[src/smcp_pkg.sv]
// types and constants for the serial command port
package smcp_pkg;

    // word layout
    localparam int SMCP_WORD_W   = 16;
    localparam int SMCP_PI_W     = 8;
    localparam int SMCP_KEY_W    = 12;
    localparam int SMCP_AC_W     = 6;
    localparam int SMCP_RAM_W    = 8;
    localparam int SMCP_BUSY_BIT = 6;

    // qualifier codes {transfer_type_bit, rw, register_select_line} of reads
    localparam logic [2:0] SMCP_RD_PORT = 3'h2;
    localparam logic [2:0] SMCP_RD_KEY  = 3'h3;
    localparam logic [2:0] SMCP_RD_STAT = 3'h6;
    localparam logic [2:0] SMCP_RD_RAM  = 3'h7;

    typedef enum logic [0:0] {
        SMCP_IDLE = 1'b0,
        SMCP_XFER = 1'b1
    } smcp_state_t;

    typedef struct packed {
        logic transfer_type_bit;
        logic rw;
        logic register_select_line;
    } smcp_qual_t;

    // every pin that crosses into the clk domain
    typedef struct packed {
        logic                 cs_b;
        logic                 sck;
        logic                 sdi;
        smcp_qual_t           qual;
        logic [SMCP_PI_W-1:0] pi;
    } smcp_pin_t;

    // parallel word handed to the instruction logic
    typedef struct packed {
        logic [SMCP_WORD_W-1:0] word;
        smcp_qual_t             qual;
        logic                   valid;
    } smcp_cmd_t;

    // read-back sources from the rest of the device
    typedef struct packed {
        logic                  internal_busy_flag;
        logic [SMCP_AC_W-1:0]  ac;
        logic [SMCP_KEY_W-1:0] keys;
        logic [SMCP_RAM_W-1:0] ram;
    } smcp_rd_t;

    typedef struct packed {
        smcp_state_t            state;
        smcp_pin_t              s1;
        smcp_pin_t              s2;
        smcp_pin_t              s3;
        smcp_pin_t              f;
        logic [SMCP_WORD_W-1:0] in_sr;
        logic [SMCP_WORD_W-1:0] out_sr;
        smcp_cmd_t              cmd;
        logic                   sio_o;
        logic                   sio_oe;
    } smcp_st_t;

    localparam smcp_pin_t SMCP_PIN_RST = smcp_pin_t'(14'h2000);

    localparam smcp_st_t SMCP_ST_RST = '{
        state  : SMCP_IDLE,
        s1     : SMCP_PIN_RST,
        s2     : SMCP_PIN_RST,
        s3     : SMCP_PIN_RST,
        f      : SMCP_PIN_RST,
        in_sr  : 16'h0000,
        out_sr : 16'h0000,
        cmd    : smcp_cmd_t'(20'h00000),
        sio_o  : 1'b0,
        sio_oe : 1'b0
    };

endpackage : smcp_pkg

[src/smcp_port.sv]
// serial instruction port: select-framed 16-bit shift in and read-back out
//
// Overview of operation
// - port acts only while select is low; clock and data ignored otherwise
// - words move most significant bit first, bit 15 down to bit 0
// - incoming data bit shifts in on rising edge of shift clock
// - select rising hands shift register to instruction logic as one word
// - beyond sixteen bits in one frame, only the final sixteen are kept
// - read data bits leave on falling edge of shift clock
// - input pins are frozen into the read word at select falling
// - status read gives busy flag in bit 6, address counter below
`timescale 1ns/10ps
module smcp_port
    import smcp_pkg::*;
(
    // clock and reset
    input  wire logic                        clk,
    input  wire logic                        rst_b,
    // host pins
    input  wire logic                        cs_b,
    input  wire logic                        sck,
    input  wire logic                        serial_io_line_i,
    output      logic                        serial_io_line_o,
    output      logic                        serial_io_line_oe,
    input  wire smcp_pkg::smcp_qual_t        qual_i,
    // input port pins
    input  wire logic [smcp_pkg::SMCP_PI_W-1:0] in_port_i,
    // read-back sources
    input  wire smcp_pkg::smcp_rd_t          rd_i,
    // instruction word out
    output      smcp_pkg::smcp_cmd_t         cmd_o
);
    import smcp_pkg::*;

    smcp_st_t st_q;
    smcp_st_t st_d;
    smcp_pin_t pins;
    smcp_pin_t f_n;
    logic cs_fall;
    logic cs_rise;
    logic sck_rise;
    logic sck_fall;
    logic [SMCP_WORD_W-1:0] rd_word;

    assign pins = '{
        cs_b : cs_b,
        sck  : sck,
        sdi  : serial_io_line_i,
        qual : qual_i,
        pi   : in_port_i
    };

    // a pin level counts once the second and third stages agree
    assign f_n = (st_q.s2 & st_q.s3) | (st_q.f & (st_q.s2 ^ st_q.s3));

    assign cs_fall  = st_q.f.cs_b & ~f_n.cs_b;
    assign cs_rise  = ~st_q.f.cs_b & f_n.cs_b;
    assign sck_rise = ~st_q.f.sck & f_n.sck;
    assign sck_fall = st_q.f.sck & ~f_n.sck;

    // word to send back, chosen by the qualifiers seen at select falling
    always_comb begin
        case (f_n.qual)
            SMCP_RD_PORT: rd_word = {8'h00, f_n.pi};
            SMCP_RD_KEY:  rd_word = {4'h0, rd_i.keys};
            SMCP_RD_STAT: rd_word = {9'h000, rd_i.internal_busy_flag, rd_i.ac};
            SMCP_RD_RAM:  rd_word = {8'h00, rd_i.ram};
            default:      rd_word = 16'h0000;
        endcase
    end

    always_comb begin
        st_d           = st_q;
        st_d.s1        = pins;
        st_d.s2        = st_q.s1;
        st_d.s3        = st_q.s2;
        st_d.f         = f_n;
        st_d.cmd.valid = 1'b0;
        case (st_q.state)
            SMCP_IDLE: begin
                st_d.sio_oe = 1'b0;
                if (cs_fall) begin
                    st_d.state    = SMCP_XFER;
                    st_d.cmd.qual = f_n.qual;
                    if (f_n.qual.rw) begin
                        st_d.out_sr = rd_word;
                        st_d.sio_o  = rd_word[SMCP_WORD_W-1];
                        st_d.sio_oe = 1'b1;
                    end
                end
            end
            SMCP_XFER: begin
                if (cs_rise) begin
                    st_d.state     = SMCP_IDLE;
                    st_d.sio_oe    = 1'b0;
                    st_d.cmd.word  = st_q.in_sr;
                    st_d.cmd.valid = 1'b1;
                end else begin
                    if (sck_rise) begin
                        // older bits fall off the top, so the last 16 remain
                        st_d.in_sr = {st_q.in_sr[SMCP_WORD_W-2:0], f_n.sdi};
                    end
                    if (sck_fall && st_q.cmd.qual.rw) begin
                        st_d.out_sr = {st_q.out_sr[SMCP_WORD_W-2:0], 1'b0};
                        st_d.sio_o  = st_q.out_sr[SMCP_WORD_W-2];
                    end
                end
            end
            default: begin
                st_d = SMCP_ST_RST;
            end
        endcase
    end

    always_ff @(posedge clk or negedge rst_b) begin
        if (!rst_b) begin
            st_q <= SMCP_ST_RST;
        end else begin
            st_q <= st_d;
        end
    end

    assign serial_io_line_o  = st_q.sio_o;
    assign serial_io_line_oe = st_q.sio_oe;
    assign cmd_o             = st_q.cmd;
endmodule : smcp_port

[config.mk]
export PLATFORM = sky130hd
export DESIGN_NAME = smcp_port
export DESIGN_NICKNAME = d
export VERILOG_FILES = /design/src/smcp_pkg.sv /design/src/smcp_port.sv
export SDC_FILE = /design/constraint.sdc
export NUM_CORES = 1
export LEC_CHECK = 0
export BUFFER_PORTS_ARGS = -buffer_cell sky130_fd_sc_hd__buf_2
export CAP_MARGIN = 15
export CORE_ASPECT_RATIO = 1.2
export CORE_MARGIN = 3
export CORE_UTILIZATION = 60
export CTS_BUF_LIST = sky130_fd_sc_hd__clkbuf_4 sky130_fd_sc_hd__clkbuf_8
export DETAILED_ROUTE_END_ITERATION = 10
export HOLD_SLACK_MARGIN = 0.02
export PLACE_DENSITY = 0.84
export RECOVER_POWER = 25
export SLEW_MARGIN = 5
export SYNTH_ARGS = -nofsm -noshare
export SYNTH_HDL_FRONTEND = slang
export SYNTH_SLANG_ARGS = --single-unit
[constraint.sdc]
create_clock -name clk -period 5.7 [get_ports clk]
set_input_delay 0.57 -clock clk [delete_from_list [all_inputs] [get_ports clk]]
set_output_delay 0.57 -clock clk [all_outputs]
set_load 0.02 [all_outputs]
==> flow_summary.html, run 1 <==
<table>
<tr><th>Metric</th><th>Value</th></tr>
<tr><th colspan="2">Clock tree</th></tr>
<tr><td>CTS sink cnt</td><td>between 100 and 150</td></tr>
<tr><td>Number of buffers inserted to repair setup after CTS</td><td>0</td></tr>
<tr><td>PostCTS Resize Cnt</td><td>0</td></tr>
<tr><td>Bufs on Longest Clock Path</td><td>2</td></tr>
<tr><td>Clock tree from TritonCTS</td><td>yes</td></tr>
<tr><td>Clock edge transition at the registers on the reported setup and hold paths</td><td>0.10 ns</td></tr>
<tr><td>Number of buffers created by CTS</td><td>9</td></tr>
<tr><td>CTS Root Buffer Type</td><td>clkbuf_8</td></tr>
<tr><td>Hold-fix buffer count after cts</td><td>0</td></tr>
<tr><td>Source-to-sink clock delay at the later pin of the worst-skew pair</td><td>0.36 ns</td></tr>
<tr><td>Number of H-tree levels</td><td>3</td></tr>
<tr><th colspan="2">Worst setup path</th></tr>
<tr><td>Startpoint type of the worst setup path</td><td>input port</td></tr>
<tr><td>Critical path launch point</td><td>rst_b</td></tr>
<tr><td>Type of the worst setup path</td><td>in2async</td></tr>
<tr><td>Cell type group with the largest total delay on the critical path</td><td>buffers and inverters</td></tr>
<tr><td>Cell-by-cell listing of the critical path</td><td>clkbuf_1 &gt; buf_4</td></tr>
<tr><td>Launching point of the worst reg2reg path</td><td>st_d[81]$_DFF_PN1_</td></tr>
<tr><td>Arrival time reported for the critical path endpoint</td><td>between 3 and 4 ns</td></tr>
<tr><td>Required time of the critical path</td><td>6.12 ns</td></tr>
<tr><td>Critical path's slowest cell</td><td>clkbuf_1</td></tr>
<tr><td>Slack of the worst reg-to-reg path</td><td>3.27 ns</td></tr>
<tr><td>Combined buffer and inverter count along the critical path</td><td>2</td></tr>
<tr><td>Slowest Stage Delay on Critical Path</td><td>around 1.7 ns</td></tr>
<tr><td>Capturing element type of the critical path</td><td>asynchronous set/reset pin</td></tr>
<tr><td>Largest fanout of any net on the critical path</td><td>62</td></tr>
<tr><th colspan="2">Global routing</th></tr>
<tr><td>Number of global-route vias before repair</td><td>~2,400</td></tr>
<tr><td>Number of antenna violations at the first check in global routing</td><td>0</td></tr>
<tr><td>Combined global-route utilization of all metal layers</td><td>about 18%</td></tr>
<tr><td>Fraction of met3 tracks used by global routing</td><td>~4.7%</td></tr>
<tr><td>Wire length of the first global-routing pass</td><td>about 11,000 µm</td></tr>
<tr><td>Leftover overflow at the end of global routing</td><td>0</td></tr>
<tr><td>Busiest layer in global routing</td><td>met2</td></tr>
<tr><td>Maximum number of pins on one net before global-route repair</td><td>63</td></tr>
<tr><td>Global routing met1 resource utilization</td><td>24.6%</td></tr>
<tr><td>Met2 usage in global routing</td><td>between 20 and 30%</td></tr>
<tr><th colspan="2">STA</th></tr>
<tr><td>Setup repair after global routing missed its margin</td><td>false</td></tr>
<tr><td>Setup TNS</td><td>0 ns</td></tr>
<tr><td>Slew at the pin with the worst max-slew slack</td><td>2.45 ns</td></tr>
<tr><td>Final Critical Period</td><td>approximately 2.8 ns</td></tr>
<tr><td>Final Max Tran Viols</td><td>50</td></tr>
<tr><td>Crit share post-route</td><td>roughly half</td></tr>
<tr><td>Rel. slew slack</td><td>-63.6%</td></tr>
<tr><td>Final setup violation count</td><td>0</td></tr>
<tr><td>Fmax achieved</td><td>roughly 0.36 GHz</td></tr>
<tr><td>Number of hold-slack violations in the final timing report</td><td>0</td></tr>
<tr><td>Final worst setup slack</td><td>2.95 ns</td></tr>
<tr><td>Worst Hold Margin</td><td>between 0.3 and 0.4 ns</td></tr>
<tr><td>Largest clock skew in the final design</td><td>slightly above 0.008 ns</td></tr>
<tr><th colspan="2">Power and ir drop</th></tr>
<tr><td>Total power per unit cell area</td><td>approximately 380 nW/µm²</td></tr>
<tr><td>P_leak</td><td>about 2.4 nW</td></tr>
<tr><td>Total design power</td><td>approximately 1.8 mW</td></tr>
<tr><td>Worst vdd ir</td><td>~250 µV</td></tr>
<tr><th colspan="2">Finish</th></tr>
<tr><td>Filler cell count in the final layout</td><td>465</td></tr>
<tr><td>Area added between synthesis and finish</td><td>11.5%</td></tr>
<tr><td>Flip-flop and latch area</td><td>~2800 µm²</td></tr>
<tr><td>Antenna fix cells</td><td>0</td></tr>
<tr><td>Fin nets</td><td>roughly 380</td></tr>
<tr><td>Number of cells in the finished layout apart from fillers</td><td>approximately 420</td></tr>
<tr><td>Fraction of final layout cells sized beyond drive strength 1</td><td>39.2%</td></tr>
<tr><td>Combined area of the multi-input logic cells</td><td>roughly 1200 µm²</td></tr>
<tr><th colspan="2">Routing</th></tr>
<tr><td>Vias after detailed routing</td><td>2,310</td></tr>
<tr><td>Sum of routed wire length over all layers</td><td>approximately 6700 µm</td></tr>
<tr><td>Number of nets with antenna violations after detailed routing</td><td>0</td></tr>
<tr><td>First-pass DRT Iterations</td><td>4</td></tr>
<tr><td>First-iteration detailed-routing DRC count</td><td>74</td></tr>
<tr><td>Via-to-Cell Ratio</td><td>around 5.5</td></tr>
<tr><td>DRC viols</td><td>0</td></tr>
<tr><td>Detailed-route wire length per cell</td><td>approximately 16 µm</td></tr>
<tr><th colspan="2">Die</th></tr>
<tr><td>Die width</td><td>between 80 and 90 µm</td></tr>
<tr><td>Core area</td><td>between 6000 and 7000 µm²</td></tr>
<tr><td>Number of placed I/O pins</td><td>between 60 and 70</td></tr>
<tr><td>Die outline area</td><td>8060 µm²</td></tr>
<tr><td>Height of the chip</td><td>97.7 µm</td></tr>
<tr><td>Std-Cell Rows</td><td>32</td></tr>
<tr><td>Initial core utilization</td><td>between 60% and 70%</td></tr>
<tr><th colspan="2">Place</th></tr>
<tr><td>Routability-driven placement congestion ratio</td><td>about 0.74</td></tr>
<tr><td>Place WS</td><td>just under 3 ns</td></tr>
<tr><td>Detailed placer's ending HPWL</td><td>between 4000 and 5000 µm</td></tr>
<tr><td>Cell Count Post-Placement</td><td>400</td></tr>
<tr><td>Input/output buffers</td><td>64</td></tr>
<tr><th colspan="2">Logic synthesis</th></tr>
<tr><td>Fraction of the yosys area taken by sequential cells</td><td>65.6%</td></tr>
<tr><td>Post-synthesis average cell area</td><td>15.1 µm²</td></tr>
<tr><td>Seq cells post-synth</td><td>110</td></tr>
<tr><td>Top cell type's share of synthesized area</td><td>63.1%</td></tr>
<tr><td>Total standard cell area after synthesis</td><td>4210 µm²</td></tr>
<tr><td>Yosys warning count</td><td>0</td></tr>
<tr><td>Synthesized netlist net count</td><td>around 340</td></tr>
<tr><td>Number of distinct standard cells referenced by the synthesized netlist</td><td>35</td></tr>
<tr><td>Main area contributors after synthesis</td><td>dfrtp_1, mux2_2, ha_1</td></tr>
<tr><td>Gate count after technology mapping</td><td>~280</td></tr>
<tr><td>Leading area contributor after synthesis</td><td>dfrtp_1</td></tr>
<tr><th colspan="2">Hold path</th></tr>
<tr><td>Hold Path Class</td><td>in2reg</td></tr>
<tr><td>Worst Min Path Start</td><td>qual_i[1]</td></tr>
<tr><th colspan="2">Run status</th></tr>
<tr><td>Run status</td><td>complete, but fails checks</td></tr>
<tr><td>Failing checks</td><td>capacitance limit, slew limit</td></tr>
<tr><th colspan="2">Run</th></tr>
<tr><td>Number of maximum-capacitance violations</td><td>1</td></tr>
</table>
report_power, final:
part	internal [mW]	switching, mW	leakage, nW
sequential	0.896	0.0766	1.37
combinational	0.137	0.146	0.911
clock	0.297	0.245	0.124
total	1.33	0.467	2.40
cell usage in the layout, fill, tap and decap left out, drive strengths merged, types with 2 or more instances in the layout:
master and instances:
bufinv 3, nand3 5, clkinv 2, nor3 6, nor2 5, ha 14, and3 6, nor4 2
buf 66, mux4 6, a21o 11, o21ai 6, a21oi 10, a221o 6, dfrtp 106, dfstp 4
inv 10, a22oi 5, clkbuf 11, nand2 3, mux2 34
flip-flops by register name, indices dropped and copies added, names as in the netlist:
name	cells
st_q	60
serial_io_line_o	1
cmd_o	20
st_d	28
serial_io_line_oe	1
worst paths after layout:
kind,cells past startpoint,endpoint
min in group asynchronous,1,st_q[58]$_DFF_PN0_
hold reg to reg,0,st_d[78]$_DFF_PN0_
setup reg to reg,5,st_q[26]$_DFFE_PN0P_
hold / removal,1,st_d[91]$_DFF_PN0_
max in group clk,5,st_q[26]$_DFFE_PN0P_
setup / recovery,2,st_q[46]$_DFFE_PN0P_
cells by family (layout without fill, tap and decap cells):
| group | Yosys count | after routing | share of synthesized area (%) |
|---|---|---|---|
| AO/OA/AOI/OAI | 41 | 41 | 6.84 |
| adder cells (fa/ha/maj) | 14 | 14 | 4.16 |
| multiplexers | 41 | 41 | 12.6 |
| AND/OR/NAND/NOR | 34 | 34 | 5.18 |
| flip-flops | 110 | 110 | 65.6 |
| buffers and inverters | 39 | 92 | 5.71 |
final cells by class:
| class | instances | share of cell area, % |
|---|---|---|
| repair buffers | 67 | 7.29 |
| clock inverters | 6 | 2.32 |
| clock buffers | 10 | 2.80 |
| flip-flops and latches | 110 | 58.8 |
| well taps | 85 | 2.27 |
| inverters | 9 | 0.721 |
| multi-input cells | 130 | 25.8 |
metrics by stage:
stage	utilization [%]	area (µm²)
final	71.0	4690
after global routing	71.0	4690
after CTS	70.9	4680
after detailed placement	67.3	4440
after global placement	67.3	4440
after floorplan	-	4210
per-layer routing:
layer / vias to the layer above / part of all wire, %
met5: - / 0
met2: 68 / 49
li1: 1061 / -
met4: 0 / 2.3
met1: 1165 / 43
met3: 16 / 5.8
synthesized netlist by cell type, drive strengths merged:
cell and count:
a21o 11, a21oi 10, a221o 6, a22o 1, a22oi 5, a31o 1, a31oi 1, and2 1
and2b 1, and3 6, buf 29, clkbuf 1, dfrtp 106, dfstp 4, ha 14, inv 9
mux2 34, mux2i 1, mux4 6, nand2 3, nand2b 1, nand3 5, nand4 1, nand4b 1
nor2 5, nor3 6, nor4 2, nor4b 1, o21ai 6, or2 1
Note: power is estimated with default switching activity, not from simulation.
==> inputs of run 2 (changes only) <==
--- a/config.mk
+++ b/config.mk
@@ -5,15 +5,16 @@
 export SDC_FILE = /design/constraint.sdc
 export NUM_CORES = 1
 export LEC_CHECK = 0
+export ABC_AREA = 1
 export BUFFER_PORTS_ARGS = -buffer_cell sky130_fd_sc_hd__buf_2
 export CAP_MARGIN = 15
 export CORE_ASPECT_RATIO = 1.2
 export CORE_MARGIN = 3
-export CORE_UTILIZATION = 60
+export CORE_UTILIZATION = 53
 export CTS_BUF_LIST = sky130_fd_sc_hd__clkbuf_4 sky130_fd_sc_hd__clkbuf_8
 export DETAILED_ROUTE_END_ITERATION = 10
 export HOLD_SLACK_MARGIN = 0.02
-export PLACE_DENSITY = 0.84
+export PLACE_DENSITY = 0.78
 export RECOVER_POWER = 25
 export SLEW_MARGIN = 5
 export SYNTH_ARGS = -nofsm -noshare
==> constraint.sdc (replaced) <==
create_clock -name clk -period 2.4 [get_ports clk]
set_input_delay 0.24 -clock clk [delete_from_list [all_inputs] [get_ports clk]]
set_output_delay 0.24 -clock clk [all_outputs]
set_load 0.02 [all_outputs]
==> run 2 against run 1 <==
  * The flow now finishes without violations
  * Final area up 3.2%
  * Sequential power up 140%
  * Critical path depth up 7
  * Core utilization down 8.5 points
  * Area after synthesis up 1.1%
  * Worst hold slack worse by 0.16 ns
  * Critical endpoint is now st_q[27]$_DFFE_PN0P_
  * Largest power group unchanged
==> flow_summary.html, run 2 <==
<table>
<tr><th>Metric</th><th>Value</th></tr>
<tr><th colspan="2">Logic synthesis</th></tr>
<tr><td>Top cell type's share of synthesized area</td><td>62.4% (-0.70 points)</td></tr>
<tr><td>Leading area contributor after synthesis</td><td>dfrtp_1</td></tr>
<tr><td>Synthesized netlist net count</td><td>460 (+37%)</td></tr>
<tr><td>Seq cells post-synth</td><td>110 (unchanged)</td></tr>
<tr><td>Fraction of the yosys area taken by sequential cells</td><td>64.8% (-0.73 points)</td></tr>
<tr><td>Main area contributors after synthesis</td><td>dfrtp_1, nand2_1, o21ai_0</td></tr>
<tr><td>Commonest cells post-synth</td><td>dfrtp_1, nand2_1, o21ai_0, inv_1, buf_4</td></tr>
<tr><td>Main flop type after synthesis</td><td>dfrtp_1</td></tr>
<tr><td>Yosys warning count</td><td>0 (unchanged)</td></tr>
<tr><td>Gate count after technology mapping</td><td>403 (+44%)</td></tr>
<tr><td>Async set-or-reset flop fraction in the synthesized netlist</td><td>100% (unchanged)</td></tr>
<tr><td>Post-synthesis average cell area</td><td>10.6 µm² (-30%)</td></tr>
<tr><td>EDFF count, synth</td><td>0 (unchanged)</td></tr>
<tr><td>Total standard cell area after synthesis</td><td>4250 µm² (+1.1%)</td></tr>
<tr><td>Count leader, synth</td><td>dfrtp_1</td></tr>
<tr><td>Number of distinct standard cells referenced by the synthesized netlist</td><td>23 (-34%)</td></tr>
<tr><th colspan="2">STA</th></tr>
<tr><td>Slew at the pin with the worst max-slew slack</td><td>0.967 ns (-1.49 ns)</td></tr>
<tr><td>Final worst setup slack</td><td>0.386 ns (-2.56 ns)</td></tr>
<tr><td>Crit share post-route</td><td>a little over four fifths</td></tr>
<tr><td>Final setup violation count</td><td>0 (unchanged)</td></tr>
<tr><td>Setup TNS</td><td>0 ns (unchanged)</td></tr>
<tr><td>Final Max Tran Viols</td><td>0 (-100%)</td></tr>
<tr><td>Number of hold-slack violations in the final timing report</td><td>0 (unchanged)</td></tr>
<tr><td>Rel. slew slack</td><td>35.5% (+99 points)</td></tr>
<tr><td>Final Critical Period</td><td>around 2.0 ns</td></tr>
<tr><td>Largest clock skew in the final design</td><td>0.00892 ns (+0.000646 ns)</td></tr>
<tr><td>Setup repair after global routing missed its margin</td><td>false</td></tr>
<tr><td>Fmax achieved</td><td>about 0.50 GHz</td></tr>
<tr><th colspan="2">Worst setup path</th></tr>
<tr><td>Capturing element type of the critical path</td><td>flop</td></tr>
<tr><td>Arrival time reported for the critical path endpoint</td><td>2.27 ns (-0.91 ns)</td></tr>
<tr><td>Largest fanout of any net on the critical path</td><td>24 (-61%)</td></tr>
<tr><td>R2R cell count</td><td>9 (+4)</td></tr>
<tr><td>Critical register-to-register path endpoint</td><td>st_q[27]$_DFFE_PN0P_</td></tr>
<tr><td>Type of the worst setup path</td><td>reg2reg</td></tr>
<tr><td>Startpoint type of the worst setup path</td><td>flop</td></tr>
<tr><td>Critical Path Sink</td><td>st_q[27]$_DFFE_PN0P_</td></tr>
<tr><td>Launching point of the worst reg2reg path</td><td>st_d[81]$_DFF_PN1_</td></tr>
<tr><td>Critical path launch point</td><td>st_d[81]$_DFF_PN1_</td></tr>
<tr><td>Required time of the critical path</td><td>2.65 ns (-3.47 ns)</td></tr>
<tr><td>Slack of the worst reg-to-reg path</td><td>0.39 ns (-2.88 ns)</td></tr>
<tr><th colspan="2">Run status</th></tr>
<tr><td>Run status</td><td>finished clean</td></tr>
<tr><th colspan="2">Finish</th></tr>
<tr><td>Flip-flop and latch area</td><td>2760 µm² (unchanged)</td></tr>
<tr><td>Filler cell count in the final layout</td><td>589 (+27%)</td></tr>
<tr><td>Combined area of the multi-input logic cells</td><td>1080 µm² (-10%)</td></tr>
<tr><td>Antenna fix cells</td><td>0 (unchanged)</td></tr>
<tr><td>Fraction of final layout cells sized beyond drive strength 1</td><td>19.4% (-20 points)</td></tr>
<tr><td>Top reg by flops</td><td>st_q</td></tr>
<tr><td>Commonest non-fill, non-tap cells in the layout</td><td>dfrtp_1, nand2_1, buf_2</td></tr>
<tr><td>Flip-flop count of the largest register, all copies and words added</td><td>60 (unchanged)</td></tr>
<tr><td>Most common library cell in the layout ignoring fill and taps</td><td>dfrtp_1</td></tr>
<tr><td>Fin nets</td><td>522 (+36%)</td></tr>
<tr><td>Area added between synthesis and finish</td><td>13.8%</td></tr>
<tr><th colspan="2">Global routing</th></tr>
<tr><td>Number of antenna violations at the first check in global routing</td><td>0 (unchanged)</td></tr>
<tr><td>Maximum number of pins on one net before global-route repair</td><td>46 (-27%)</td></tr>
<tr><td>Leftover overflow at the end of global routing</td><td>0 (unchanged)</td></tr>
<tr><td>Wire length of the first global-routing pass</td><td>12,600 µm (+13%)</td></tr>
<tr><td>Number of global-route vias before repair</td><td>2,867 (+20%)</td></tr>
<tr><td>Combined global-route utilization of all metal layers</td><td>17.5% (-0.81 points)</td></tr>
<tr><th colspan="2">Die</th></tr>
<tr><td>Height of the chip</td><td>104 µm (+6.6%)</td></tr>
<tr><td>Die width</td><td>87.8 µm (+6.5%)</td></tr>
<tr><td>Initial core utilization</td><td>54.9% (-8.8 points)</td></tr>
<tr><td>Die outline area</td><td>9140 µm² (+13%)</td></tr>
<tr><td>Std-Cell Rows</td><td>35 (+9.4%)</td></tr>
<tr><td>Number of placed I/O pins</td><td>65 (unchanged)</td></tr>
<tr><td>Core area</td><td>7750 µm² (+17%)</td></tr>
<tr><th colspan="2">Power and ir drop</th></tr>
<tr><td>Total power per unit cell area</td><td>819 nW/µm² (+110%)</td></tr>
<tr><td>Worst vdd ir</td><td>381 µV (+53%)</td></tr>
<tr><td>Share of total power in combinational logic</td><td>16.4% (+0.7 points)</td></tr>
<tr><td>Switching Power</td><td>1.16 mW (+150%)</td></tr>
<tr><td>P_leak</td><td>2.46 nW (+2.5%)</td></tr>
<tr><td>Int Pwr</td><td>2.80 mW (+110%)</td></tr>
<tr><td>Clock network fraction of total power</td><td>25.8% (-4.3 points)</td></tr>
<tr><td>Share of total power consumed by net switching</td><td>29.4% (+3.4 points)</td></tr>
<tr><td>Reg power frac</td><td>57.7% (+3.6 points)</td></tr>
<tr><th colspan="2">Clock tree</th></tr>
<tr><td>Number of buffers created by CTS</td><td>9 (unchanged)</td></tr>
<tr><td>CTS Root Buffer Type</td><td>clkbuf_8</td></tr>
<tr><td>Number of buffers inserted to repair setup after CTS</td><td>0 (unchanged)</td></tr>
<tr><td>Clock edge transition at the registers on the reported setup and hold paths</td><td>0.09 ns (about the same)</td></tr>
<tr><td>PostCTS Resize Cnt</td><td>0 (unchanged)</td></tr>
<tr><td>CTS sink cnt</td><td>110 (unchanged)</td></tr>
<tr><td>Bufs on Longest Clock Path</td><td>2 (unchanged)</td></tr>
<tr><td>Hold-fix buffer count after cts</td><td>15 (+15)</td></tr>
<tr><td>Number of H-tree levels</td><td>3 (unchanged)</td></tr>
<tr><td>Source-to-sink clock delay at the later pin of the worst-skew pair</td><td>0.36 ns (about the same)</td></tr>
<tr><td>Clock tree from TritonCTS</td><td>yes</td></tr>
<tr><th colspan="2">Routing</th></tr>
<tr><td>Vias after detailed routing</td><td>2,842 (+23%)</td></tr>
<tr><td>DRC viols</td><td>0 (unchanged)</td></tr>
<tr><td>First-iteration detailed-routing DRC count</td><td>138 (+86%)</td></tr>
<tr><td>Number of nets with antenna violations after detailed routing</td><td>0 (unchanged)</td></tr>
<tr><td>First-pass DRT Iterations</td><td>4 (unchanged)</td></tr>
<tr><td>Via-to-Cell Ratio</td><td>5.07 (-8.5%)</td></tr>
<tr><td>Sum of routed wire length over all layers</td><td>7460 µm (+11%)</td></tr>
<tr><td>Detailed-route wire length per cell</td><td>13.3 µm (-18%)</td></tr>
<tr><th colspan="2">Place</th></tr>
<tr><td>Detailed placer's ending HPWL</td><td>5150 µm (+7.8%)</td></tr>
<tr><td>Place WS</td><td>0.413 ns (-2.56 ns)</td></tr>
<tr><td>Input/output buffers</td><td>64 (unchanged)</td></tr>
<tr><td>Routability-driven placement congestion ratio</td><td>0.821 (+11%)</td></tr>
<tr><th colspan="2">Hold path</th></tr>
<tr><td>Hold Path Class</td><td>in2reg</td></tr>
<tr><td>Instance count along the most critical hold path</td><td>3 (+2)</td></tr>
<tr><th colspan="2">Run</th></tr>
<tr><td>Number of maximum-capacitance violations</td><td>0 (-1)</td></tr>
</table>
## run 2: cell count changes after synthesis, moves of 5 or more
| cell | before | now |
|---|---|---|
| o21ai_0 | 5 | 55 |
| nand2_1 | 3 | 84 |
| mux2_2 | 34 | 0 |
| a221o_1 | 6 | 0 |
| inv_1 | 9 | 49 |
| nor3_1 | 6 | 0 |
| a22oi_1 | 5 | 0 |
| mux4_2 | 6 | 0 |
| and3_1 | 6 | 0 |
| a21o_1 | 11 | 4 |
| nor2_1 | 4 | 10 |
| nand3_1 | 5 | 15 |
## run 2: how the worst min path moves through the flow
stage,startpoint,end,slack (ns)
after global placement,rst_b,st_q[76]$_DFF_PN0_,0.23
after floorplan,rst_b,cmd_o[0]$_DFF_PN0_,-0.06
after CTS,rd_i[18],st_q[32]$_DFFE_PN0P_,0.13
after detailed placement,rst_b,st_q[76]$_DFF_PN0_,0.24
after global routing,rd_i[16],st_q[30]$_DFFE_PN0P_,0.17
final,rd_i[18],st_q[32]$_DFFE_PN0P_,0.14
## run 2: power groups by stage
| stage | registers [mW] | logic, mW | clock network (mW) |
|---|---|---|---|
| 2_1_floorplan | 2.26 | 0.510 | 0 |
| 3_3_place_gp | 2.31 | 0.602 | 0 |
| 3_5_place_dp | 2.32 | 0.636 | 0 |
| 4_1_cts | 2.29 | 0.659 | 1.06 |
| 5_1_grt | 2.32 | 0.743 | 1.13 |
| 6_report | 2.29 | 0.652 | 1.02 |
## run 2: final cells by class
type	instances	share of cell area (%)
flip-flops and latches	110	57.0
multi-input cells	210	22.4
repair buffers	82	10.4
inverters	52	4.03
clock buffers	11	3.13
well taps	92	2.38
clock inverters	4	0.620
## run 2: critical path, cell delays in order, from the launching register on
cell	delay [ns]
dfstp_1	0.54
ha_1	0.23
inv_1	0.07
nand3_1	0.09
nor2_1	0.13
nand2_1	0.13
nand2_2	0.36
o21ai_0	0.18
o21ai_0	0.12
nand2_1	0.07
## run 2: routing by layer
layer / vias to the layer above / routed length, µm / GRT usage (%)
met1: 1364 / 3340 / 23.0
met4: 0 / 158 / 8.22
met3: 15 / 306 / 2.93
met5: - / 0 / 0
li1: 1396 / - / -
met2: 67 / 3650 / 28.0
## run 2: per-stage QoR
stage / hold WS [ns] / instance area [µm²] / total power, mW / utilization [%] / instances
floorplan: -0.0556 / 4250 / 2.77 / - / 403
global placement: 0.233 / 4510 / 2.91 / 58.2 / 531
detailed placement: 0.242 / 4510 / 2.95 / 58.2 / 531
CTS: 0.131 / 4840 / 4.01 / 62.5 / 561
global route: 0.168 / 4840 / 4.19 / 62.4 / 561
finish: 0.144 / 4840 / 3.97 / 62.4 / 561
## run 2: cells by family after synthesis
logic type / after synthesis / share of synthesized area [%]
and+or+nand+nor: 116 / 11.3
adders and majority gates: 14 / 4.12
AOI/OAI and AO/OA: 80 / 10.1
buffers and inverters: 83 / 9.68
DFF: 110 / 64.8
